===== config.mk =====
export PLATFORM = sky130hd
export DESIGN_NAME = i2c_master_rs_tx
export DESIGN_NICKNAME = d
export VERILOG_FILES = /design/src/hdl/i2c_master_pkg.sv /design/src/hdl/i2c_master_rs_tx.sv
export SDC_FILE = /design/constraint.sdc
export NUM_CORES = 1
export LEC_CHECK = 0
export ABC_AREA = 1
export BUFFER_PORTS_ARGS = -buffer_cell sky130_fd_sc_hd__clkbuf_2
export CAP_MARGIN = 20
export CELL_PAD_IN_SITES_DETAIL_PLACEMENT = 2
export CELL_PAD_IN_SITES_GLOBAL_PLACEMENT = 2
export CORE_MARGIN = 1
export CORE_UTILIZATION = 29
export DETAILED_ROUTE_END_ITERATION = 12
export PLACE_DENSITY = 0.89
export SYNTH_ARGS = -nofsm -noshare
export SYNTH_HDL_FRONTEND = slang
export SYNTH_SLANG_ARGS = --single-unit

===== constraint.sdc =====
create_clock -name clk -period 2.25 [get_ports clk]
set_input_delay 0.1125 -clock clk [delete_from_list [all_inputs] [get_ports clk]]
set_output_delay 0.1125 -clock clk [all_outputs]
set_load 0.02 [all_outputs]

===== src/hdl/i2c_master_pkg.sv =====
// constants for the two-wire master restart and transmit block
package i2c_master_pkg;
    // register byte offsets
    localparam logic [7:0] CTRL_OFS   = 8'h00; // serial_control_two
    localparam logic [7:0] STATUS_OFS = 8'h04; // serial_status_reg
    localparam logic [7:0] BUF_OFS    = 8'h08; // shift_buffer
    localparam logic [7:0] BAUD_OFS   = 8'h0c; // baud reload value
    localparam logic [7:0] IRQ_OFS    = 8'h10; // sticky event status, read clears
    localparam logic [7:0] MASK_OFS   = 8'h14; // interrupt mask
    // control bit positions
    localparam int RESTART_BIT = 0;
    // status bit positions
    localparam int BF_BIT      = 0;
    localparam int ACK_BIT     = 1;
    localparam int START_BIT   = 2;
    localparam int BUSY_BIT    = 3;
    // event bit positions
    localparam int EV_SERIAL   = 0;
    localparam int EV_COLL     = 1;
    localparam int EV_W        = 2;
    // baud reload defaults
    localparam int BAUD_W          = 16;
    localparam logic [15:0] BAUD_RST = 16'h0010;
    localparam int BITS_PER_BYTE = 8;
    // master sequencer states
    typedef enum logic [3:0] {
        ST_IDLE, ST_RS_SCLLOW, ST_RS_SDAHI, ST_RS_SCLHI, ST_RS_SDALOW, ST_RS_END,
        ST_TX_LOW, ST_TX_HIGH, ST_ACK_LOW, ST_ACK_HIGH, ST_HOLD
    } mstate_e;
endpackage : i2c_master_pkg


===== src/hdl/i2c_master_rs_tx.sv =====
// master sequencer: repeated start and byte transmit with apb registers
// How it works
// - restart request honoured only when sequencer idle
// - restart drives scl low, then loads baud
// - sda released high one interval, scl low
// - timeout with sda high releases scl, reload
// - sda driven low one interval, scl high
// - request auto-clears, sda left low
// - start flag on bus start; event after timeout
// - collision: sda low at rise, early scl low
// - buffer write sets full flag, starts baud
// - bit shifted after scl low, held interval
// - scl high one interval, sda stable
// - eighth falling edge clears full, frees sda
// - ack captured at ninth rise, low=received
// - after ninth clock flag set, scl held low
//
// Implementation choices: the register addresses and the APB interface to the registers.
module i2c_master_rs_tx #(
    parameter int BAUD_WIDTH = i2c_master_pkg::BAUD_W
) (
    // clock and reset
    input  wire logic        clk,
    input  wire logic        reset,
    // apb slave
    input  wire logic        psel,
    input  wire logic        penable,
    input  wire logic        pwrite,
    input  wire logic [7:0]  paddr,
    input  wire logic [31:0] pwdata,
    output logic      [31:0] prdata,
    output logic             pready,
    output logic             pslverr,
    // two-wire bus pins
    input  wire logic        sclIn,
    output logic             sclOut,
    output logic             sclOe,
    input  wire logic        sdaIn,
    output logic             sdaOut,
    output logic             sdaOe,
    // interrupt
    output logic             irq
);

    // state and registers
    i2c_master_pkg::mstate_e state_q;            // sequencer state
    logic [BAUD_WIDTH-1:0]   baudReload_q;       // programmed reload
    logic [BAUD_WIDTH-1:0]   baudCnt_q;          // running interval counter
    logic                    baudRun_q;          // counter active
    logic                    restartReq_q;       // restart_request bit
    logic                    bufFull_q;          // buffer_full_flag
    logic                    ack_status_bit_q;          // ack_status_bit
    logic                    startSeen_q;        // start detected flag
    logic [7:0]              shiftBuf_q;         // shift_buffer
    logic [3:0]              bitCnt_q;           // bits sent in byte
    logic                    sclLow_q;           // drive scl low
    logic                    sdaLow_q;           // drive sda low
    logic [i2c_master_pkg::EV_W-1:0] events_q;   // sticky events
    logic [i2c_master_pkg::EV_W-1:0] mask_q;     // event mask
    logic                    sclPrev_q;          // previous scl sample
    logic                    sdaPrev_q;          // previous sda sample

    // bus access decode
    logic wrAcc;
    logic rdAcc;
    assign wrAcc = psel && penable && pwrite;
    assign rdAcc = psel && penable && !pwrite;

    // address validity check, shared by read and write paths
    function automatic logic mapped(input logic [7:0] a);
        mapped = (a == i2c_master_pkg::CTRL_OFS) || (a == i2c_master_pkg::STATUS_OFS)
              || (a == i2c_master_pkg::BUF_OFS)  || (a == i2c_master_pkg::BAUD_OFS)
              || (a == i2c_master_pkg::IRQ_OFS)  || (a == i2c_master_pkg::MASK_OFS);
    endfunction : mapped

    // events raised this cycle
    logic baudDone;
    logic evSerial;
    logic evColl;
    logic idle;
    logic bufWrite;
    assign baudDone = baudRun_q && (baudCnt_q == '0);
    assign idle     = (state_q == i2c_master_pkg::ST_IDLE)
                   || (state_q == i2c_master_pkg::ST_HOLD);
    assign bufWrite = wrAcc && (paddr == i2c_master_pkg::BUF_OFS) && idle;

    // collision: sda low when scl rises, or scl pulled low before sda goes low
    assign evColl = ((state_q == i2c_master_pkg::ST_RS_SCLHI) && !sclPrev_q && sclIn
                     && !sdaIn)
                 || (((state_q == i2c_master_pkg::ST_RS_SCLHI)
                      || (state_q == i2c_master_pkg::ST_RS_SDALOW))
                     && sclPrev_q && !sclIn && !sdaOe);
    assign evSerial = baudDone && ((state_q == i2c_master_pkg::ST_RS_END)
                                || (state_q == i2c_master_pkg::ST_ACK_HIGH));

    // apb answers in the access cycle, no wait states
    always_ff @(posedge clk) begin
        if (reset) begin
            pready  <= 1'b0;
            pslverr <= 1'b0;
        end else begin
            pready  <= psel && !penable;
            pslverr <= psel && !penable && !mapped(paddr);
        end
    end

    // read data mux, registered at setup phase
    always_ff @(posedge clk) begin
        if (reset) begin
            prdata <= '0;
        end else if (psel && !penable && !pwrite) begin
            if (paddr == i2c_master_pkg::CTRL_OFS) begin
                prdata <= 32'(restartReq_q);
            end else if (paddr == i2c_master_pkg::STATUS_OFS) begin
                prdata <= 32'({!idle, startSeen_q, ack_status_bit_q, bufFull_q});
            end else if (paddr == i2c_master_pkg::BUF_OFS) begin
                prdata <= 32'(shiftBuf_q);
            end else if (paddr == i2c_master_pkg::BAUD_OFS) begin
                prdata <= 32'(baudReload_q);
            end else if (paddr == i2c_master_pkg::IRQ_OFS) begin
                prdata <= 32'(events_q);
            end else if (paddr == i2c_master_pkg::MASK_OFS) begin
                prdata <= 32'(mask_q);
            end else begin
                prdata <= '0;
            end
        end
    end

    // configuration registers
    always_ff @(posedge clk) begin
        if (reset) begin
            baudReload_q <= BAUD_WIDTH'(i2c_master_pkg::BAUD_RST);
            mask_q       <= '0;
        end else if (wrAcc && pready) begin
            if (paddr == i2c_master_pkg::BAUD_OFS) begin
                baudReload_q <= pwdata[BAUD_WIDTH-1:0];
            end else if (paddr == i2c_master_pkg::MASK_OFS) begin
                mask_q <= pwdata[i2c_master_pkg::EV_W-1:0];
            end
        end
    end

    // sticky events: a read clears, a new event in the same cycle wins
    always_ff @(posedge clk) begin
        if (reset) begin
            events_q <= '0;
        end else begin
            events_q <= ((rdAcc && pready && paddr == i2c_master_pkg::IRQ_OFS)
                         ? '0 : events_q) | {evColl, evSerial};
        end
    end

    // interrupt level output
    always_ff @(posedge clk) begin
        if (reset) begin
            irq <= 1'b0;
        end else begin
            irq <= |(events_q & mask_q);
        end
    end

    // line samples for edge detection
    always_ff @(posedge clk) begin
        if (reset) begin
            sclPrev_q <= 1'b1;
            sdaPrev_q <= 1'b1;
        end else begin
            sclPrev_q <= sclIn;
            sdaPrev_q <= sdaIn;
        end
    end

    // start detect: sda falls while scl high; cleared by a buffer write
    always_ff @(posedge clk) begin
        if (reset) begin
            startSeen_q <= 1'b0;
        end else if (sclIn && sclPrev_q && sdaPrev_q && !sdaIn) begin
            startSeen_q <= 1'b1;
        end else if (bufWrite) begin
            startSeen_q <= 1'b0;
        end
    end

    // restart request bit; writes outside idle are dropped
    always_ff @(posedge clk) begin
        if (reset) begin
            restartReq_q <= 1'b0;
        end else if (evColl) begin
            restartReq_q <= 1'b0;
        end else if (evSerial && state_q == i2c_master_pkg::ST_RS_END) begin
            restartReq_q <= 1'b0;
        end else if (wrAcc && pready && paddr == i2c_master_pkg::CTRL_OFS && idle
                     && pwdata[i2c_master_pkg::RESTART_BIT]) begin
            restartReq_q <= 1'b1;
        end
    end

    // shift buffer, full flag, ack capture
    always_ff @(posedge clk) begin
        if (reset) begin
            shiftBuf_q <= '0;
            bufFull_q  <= 1'b0;
            ack_status_bit_q  <= 1'b0;
        end else begin
            if (bufWrite && pready && !restartReq_q) begin
                shiftBuf_q <= pwdata[7:0];
                bufFull_q  <= 1'b1;
            end else if (state_q == i2c_master_pkg::ST_TX_HIGH && baudDone) begin
                shiftBuf_q <= {shiftBuf_q[6:0], 1'b0};
                if (bitCnt_q == 4'(i2c_master_pkg::BITS_PER_BYTE - 1)) begin
                    bufFull_q <= 1'b0;
                end
            end
            if (state_q == i2c_master_pkg::ST_ACK_HIGH && sclIn && !sclPrev_q) begin
                ack_status_bit_q <= sdaIn;
            end
        end
    end

    // baud interval counter; every load restarts a full interval
    always_ff @(posedge clk) begin
        if (reset) begin
            baudCnt_q <= '0;
            baudRun_q <= 1'b0;
        end else if (
            (state_q == i2c_master_pkg::ST_RS_SCLLOW && !sclIn)
         || (state_q == i2c_master_pkg::ST_RS_SCLHI && !sclPrev_q && sclIn)
         || (bufWrite && pready && !restartReq_q)
         || (baudDone && state_q != i2c_master_pkg::ST_RS_END
             && state_q != i2c_master_pkg::ST_ACK_HIGH
             && (state_q != i2c_master_pkg::ST_RS_SCLHI || (sdaIn && sclIn)))) begin
            baudCnt_q <= baudReload_q;
            baudRun_q <= 1'b1;
        end else if (baudDone) begin
            baudRun_q <= 1'b0;
        end else if (baudRun_q) begin
            baudCnt_q <= baudCnt_q - 1'b1;
        end
    end

    // master sequencer
    always_ff @(posedge clk) begin
        if (reset) begin
            state_q  <= i2c_master_pkg::ST_IDLE;
            sclLow_q <= 1'b0;
            sdaLow_q <= 1'b0;
            bitCnt_q <= '0;
        end else if (evColl) begin
            state_q  <= i2c_master_pkg::ST_IDLE;
            sclLow_q <= 1'b0;
            sdaLow_q <= 1'b0;
        end else begin
            case (state_q)
                i2c_master_pkg::ST_IDLE, i2c_master_pkg::ST_HOLD: begin
                    if (restartReq_q) begin
                        sclLow_q <= 1'b1;
                        state_q  <= i2c_master_pkg::ST_RS_SCLLOW;
                    end else if (bufWrite && pready) begin
                        sclLow_q <= 1'b1;
                        sdaLow_q <= !pwdata[7];
                        bitCnt_q <= '0;
                        state_q  <= i2c_master_pkg::ST_TX_LOW;
                    end
                end
                i2c_master_pkg::ST_RS_SCLLOW: begin
                    if (!sclIn) begin
                        sdaLow_q <= 1'b0;
                        state_q  <= i2c_master_pkg::ST_RS_SDAHI;
                    end
                end
                i2c_master_pkg::ST_RS_SDAHI: begin
                    if (baudDone && sdaIn) begin
                        sclLow_q <= 1'b0;
                        state_q  <= i2c_master_pkg::ST_RS_SCLHI;
                    end
                end
                i2c_master_pkg::ST_RS_SCLHI: begin
                    if (baudDone && sdaIn && sclIn) begin
                        sdaLow_q <= 1'b1;
                        state_q  <= i2c_master_pkg::ST_RS_SDALOW;
                    end
                end
                i2c_master_pkg::ST_RS_SDALOW: begin
                    if (baudDone) begin
                        sclLow_q <= 1'b1;
                        state_q  <= i2c_master_pkg::ST_RS_END;
                    end
                end
                i2c_master_pkg::ST_RS_END: begin
                    if (baudDone) begin
                        state_q <= i2c_master_pkg::ST_HOLD;
                    end
                end
                i2c_master_pkg::ST_TX_LOW: begin
                    if (baudDone) begin
                        sclLow_q <= 1'b0;
                        state_q  <= i2c_master_pkg::ST_TX_HIGH;
                    end
                end
                i2c_master_pkg::ST_TX_HIGH: begin
                    if (baudDone) begin
                        sclLow_q <= 1'b1;
                        bitCnt_q <= bitCnt_q + 1'b1;
                        if (bitCnt_q == 4'(i2c_master_pkg::BITS_PER_BYTE - 1)) begin
                            sdaLow_q <= 1'b0;
                            state_q  <= i2c_master_pkg::ST_ACK_LOW;
                        end else begin
                            sdaLow_q <= !shiftBuf_q[6];
                            state_q  <= i2c_master_pkg::ST_TX_LOW;
                        end
                    end
                end
                i2c_master_pkg::ST_ACK_LOW: begin
                    if (baudDone) begin
                        sclLow_q <= 1'b0;
                        state_q  <= i2c_master_pkg::ST_ACK_HIGH;
                    end
                end
                i2c_master_pkg::ST_ACK_HIGH: begin
                    if (baudDone) begin
                        sclLow_q <= 1'b1;
                        state_q  <= i2c_master_pkg::ST_HOLD;
                    end
                end
                default: begin
                    state_q <= i2c_master_pkg::ST_IDLE;
                end
            endcase
        end
    end

    // open-drain pin drive
    always_ff @(posedge clk) begin
        if (reset) begin
            sclOe  <= 1'b0;
            sdaOe  <= 1'b0;
            sclOut <= 1'b0;
            sdaOut <= 1'b0;
        end else begin
            sclOe  <= sclLow_q;
            sdaOe  <= sdaLow_q;
            sclOut <= 1'b0;
            sdaOut <= 1'b0;
        end
    end

    // eighth falling edge leaves full flag clear and sda released
    a_ack_release: assert property (@(posedge clk) disable iff (reset)
        state_q == i2c_master_pkg::ST_ACK_LOW |-> !bufFull_q && !sdaLow_q)
        else $error("full flag or sda held in ack slot");
    // restart ends with sda low and no reload
    a_rs_end: assert property (@(posedge clk) disable iff (reset)
        state_q == i2c_master_pkg::ST_HOLD && $past(state_q) == i2c_master_pkg::ST_RS_END
        |-> sdaLow_q && sclLow_q && !baudRun_q && !restartReq_q)
        else $error("restart end state wrong");
    // hold waits with scl low
    a_hold_scl: assert property (@(posedge clk) disable iff (reset)
        state_q == i2c_master_pkg::ST_HOLD && !restartReq_q |-> sclLow_q && !baudRun_q)
        else $error("clock not suspended");
    // restart write outside idle ignored
    a_rs_ignore: assert property (@(posedge clk) disable iff (reset)
        !idle && !restartReq_q |=> !restartReq_q || $past(idle))
        else $error("restart taken while busy");
    // buffer write sets full flag
    a_buf_full: assert property (@(posedge clk) disable iff (reset)
        bufWrite && pready && !restartReq_q |=> bufFull_q && baudRun_q)
        else $error("buffer write not taken");
    // ack captured at ninth rise
    a_ack_cap: assert property (@(posedge clk) disable iff (reset)
        state_q == i2c_master_pkg::ST_ACK_HIGH && sclIn && !sclPrev_q |=> ack_status_bit_q == $past(sdaIn))
        else $error("ack not captured");
    // serial event raised in restart only after timeout
    a_ev_timing: assert property (@(posedge clk) disable iff (reset)
        $rose(events_q[i2c_master_pkg::EV_SERIAL]) |-> $past(baudDone))
        else $error("event before timeout");
    // sda released high while scl low in restart
    a_rs_sdahi: assert property (@(posedge clk) disable iff (reset)
        state_q == i2c_master_pkg::ST_RS_SDAHI |-> sclLow_q && !sdaLow_q)
        else $error("restart high phase wrong");
endmodule : i2c_master_rs_tx


==> results.ini <==
[worst_setup_path]
worst_ep_required_time_ps=2500
r2r-end=baudCnt_q[12]$_SDFFE_PP0P_
setup.worst_path.end=baudCnt_q[12]$_SDFFE_PP0P_
critical_path_class=flip-flop to flip-flop
critPathLaunch=baudCnt_q[1]$_SDFFE_PP0P_
rr_worst_depth=12
cp.arrival_ps=2400
r2r-start=baudCnt_q[1]$_SDFFE_PP0P_
r2r_slack_ps=100
crit_path_start_kind=flip-flop
worst_setup_path_end_kind=flip-flop
path_max_fanout=8

[sta]
slew_viol_final=0
setup_viol=0
max_freq_mhz=465
finalHoldViolCount=0
finalClockSkew_ps=23.1
fin_crit_ps=2150
period_share_pct=95.6
holdWs_ps=14.7

[route]
via_count=5201
first_iter_violations=354
avgViaCountPerCell=5.20
first_pass_iters=5
routed_wl_um=21100
drc=0
wl_per_cell_um=21.1
ant_nets=0

[power]
max-vdd-ir-drop_mv=0.772
power.leakage_nw=2.49
powerDensity_nw_per_um2=1330

[die]
die_width_um=127
initial_core_util_pct=29.9
fp.dieH_um=127
dieArea_um2=16200
io_pins=86
fp-row-count=45
core_area_um2=15300

[grt]
antenna_found_initial=0
grt_max_degree=24
gr-usage-all-layers_pct=25.5
grt_pass1_wl_um=31300
grt_overflow_total=0
grt_pass1_vias=5678

[cells_and_area]
area_delta_synth_final_pct=19.4
fin_util_pct=35.7
layout_common_cells=167 x nand2_1, 140 x nor2_1, 82 x dfxtp_1
antenna_cells=0
finalNetCount=834
design_area_um2=5440
drive_above_1_share_pct=15.0
layout_commonest_cell=nand2_1

[logic_synthesis]
ys_ff_latch=82
netlist_area_um2=4560
syn_area_per_cell_um2=6.36
ys_warn_count=0
yosysSeqAreaShare_pct=36.0
ys_types=38
syn_inst=717

[placed_design]
dp_hpwl_um=13500
gp_congestion=0.830
detailed_place.area_um2=5060
portBuffers=51

[clock_tree]
cts_root_buf=clkbuf_16
cts_made_buffers=9
cts_tree=yes
clk_pin_slew_ps=90
cts.sinks=82
hold_buffers=0
htreeDepth=3
ctsLongestPathBuffers=2
clk_latency_ps=370

[worst_hold_path]
min_from=psel
holdCritPathClass=input port to flip-flop
hold_path_depth=3

[flow_run]
cap_violations=0

[outcome]
outcome=finished, final reports clean

## registers in the layout, indices dropped and copies added (netlist names), 2 cells and up
signal        cells
baudReload_q     16
events_q          2
prdata           16
state_q           4
shiftBuf_q        8
mask_q            2
bitCnt_q          4
baudCnt_q        16
## timing repair
item                       CTS  global route
pin swaps                    0             2
setup endpoints to repair    2            20
gates cloned                 0             2
hold endpoints to repair     0             0
resized for setup            1             8
setup buffers                0             4
## critical path: stages, from the launching register on
cell and delay [ps]:
dfxtp_1 330, inv_1 100, ha_1 200, nand2_1 70
nor2_1 130, nand3_2 250, nor2_2 270, nor2_4 110
nand3_4 150, buf_4 140, nor2_1 40, nor2_1 190
nor2_1 50
## area by class of cell
class                      count  area [um2]
clock buffer                   9         225
clock inverter                 7        82.6
fill                        1850        9820
inverter                      80         300
multi-input combinational    535        2470
sequential                    82        1640
tap                          211         264
timing repair buffer          76         459
## cell usage after synthesis (all sizes together)
master	number	area [um2]
o21a	1	7.51
nor2	152	601
xnor2	1	8.76
clkinv	2	7.51
clkbuf	12	45.0
dfxtp	82	1640
o2111ai	1	8.76
a31oi	2	12.5
nand3b	3	22.5
nand4	9	77.6
nand3	53	283
o211ai	2	15.0
nand2	171	652
o22ai	5	31.3
buf	27	208
ha	3	37.5
inv	78	293
nor3	5	25.0
xor2	7	61.3
a21oi	53	265
nor3b	1	7.51
conb	1	3.75
a22oi	1	7.51
a211oi	2	15.0
nor4	1	6.26
o21ai	41	205
a221oi	1	8.76
## stage by stage
| step | setup WS, ps | setup TNS, ps | std cells | power, W |
|---|---|---|---|---|
| 3_3_place_gp | 288 | 0 | 978 | 0.00490 |
| 5_1_grt | -74.5 | -162 | 1000 | 0.00769 |
| 3_5_place_dp | 175 | 0 | 978 | 0.00516 |
| 2_1_floorplan | 539 | 0 | 734 | 0.00418 |
| 6_report | 98.4 | 0 | 1000 | 0.00722 |
| 4_1_cts | 84.4 | 0 | 994 | 0.00695 |
## worst min path at each step
| stage | end | slack, ps |
|---|---|---|
| after floorplan | sdaPrev_q$_SDFF_PP1_ | 210 |
| after global placement | baudReload_q[12]$_SDFFE_PP0P_ | 370 |
| after detailed placement | baudReload_q[15]$_SDFFE_PP0P_ | 390 |
| after CTS | pready$_SDFF_PP0_ | 20 |
| after global routing | baudReload_q[4]$_SDFFE_PP1P_ | 40 |
| final | pready$_SDFF_PP0_ | 10 |
## logic make-up after synthesis
group                    share of synthesized area (%)
AO/OA/AOI/OAI                                     12.7
XOR/XNOR                                          1.54
adder cells (fa/ha/maj)                          0.824
buffers and inverters                             12.1
flip-flops                                        36.0
other                                           0.0823
AND/OR/NAND/NOR                                   36.7
## power by group
part / internal [W] / total, W / leakage [nW] / switching [W]
Combinational: 0.00119 / 0.00376 / 1.68 / 0.00257
Clock: 0.000880 / 0.00165 / 0.145 / 0.000770
Sequential: 0.00163 / 0.00181 / 0.664 / 0.000184
## metal layers
layer / GRT usage [%] / routed length [um] / share of wire, % / vias up
met3: 4.36 / 892 / 4.2 / 71
met2: 44.7 / 10400 / 50 / 193
met1: 29.8 / 8810 / 42 / 2554
met5: 0 / 0 / 0 / -
met4: 13.2 / 951 / 4.5 / 0
li1: - / - / - / 2383
No activity file was read; power rests on OpenSTA's default activity.
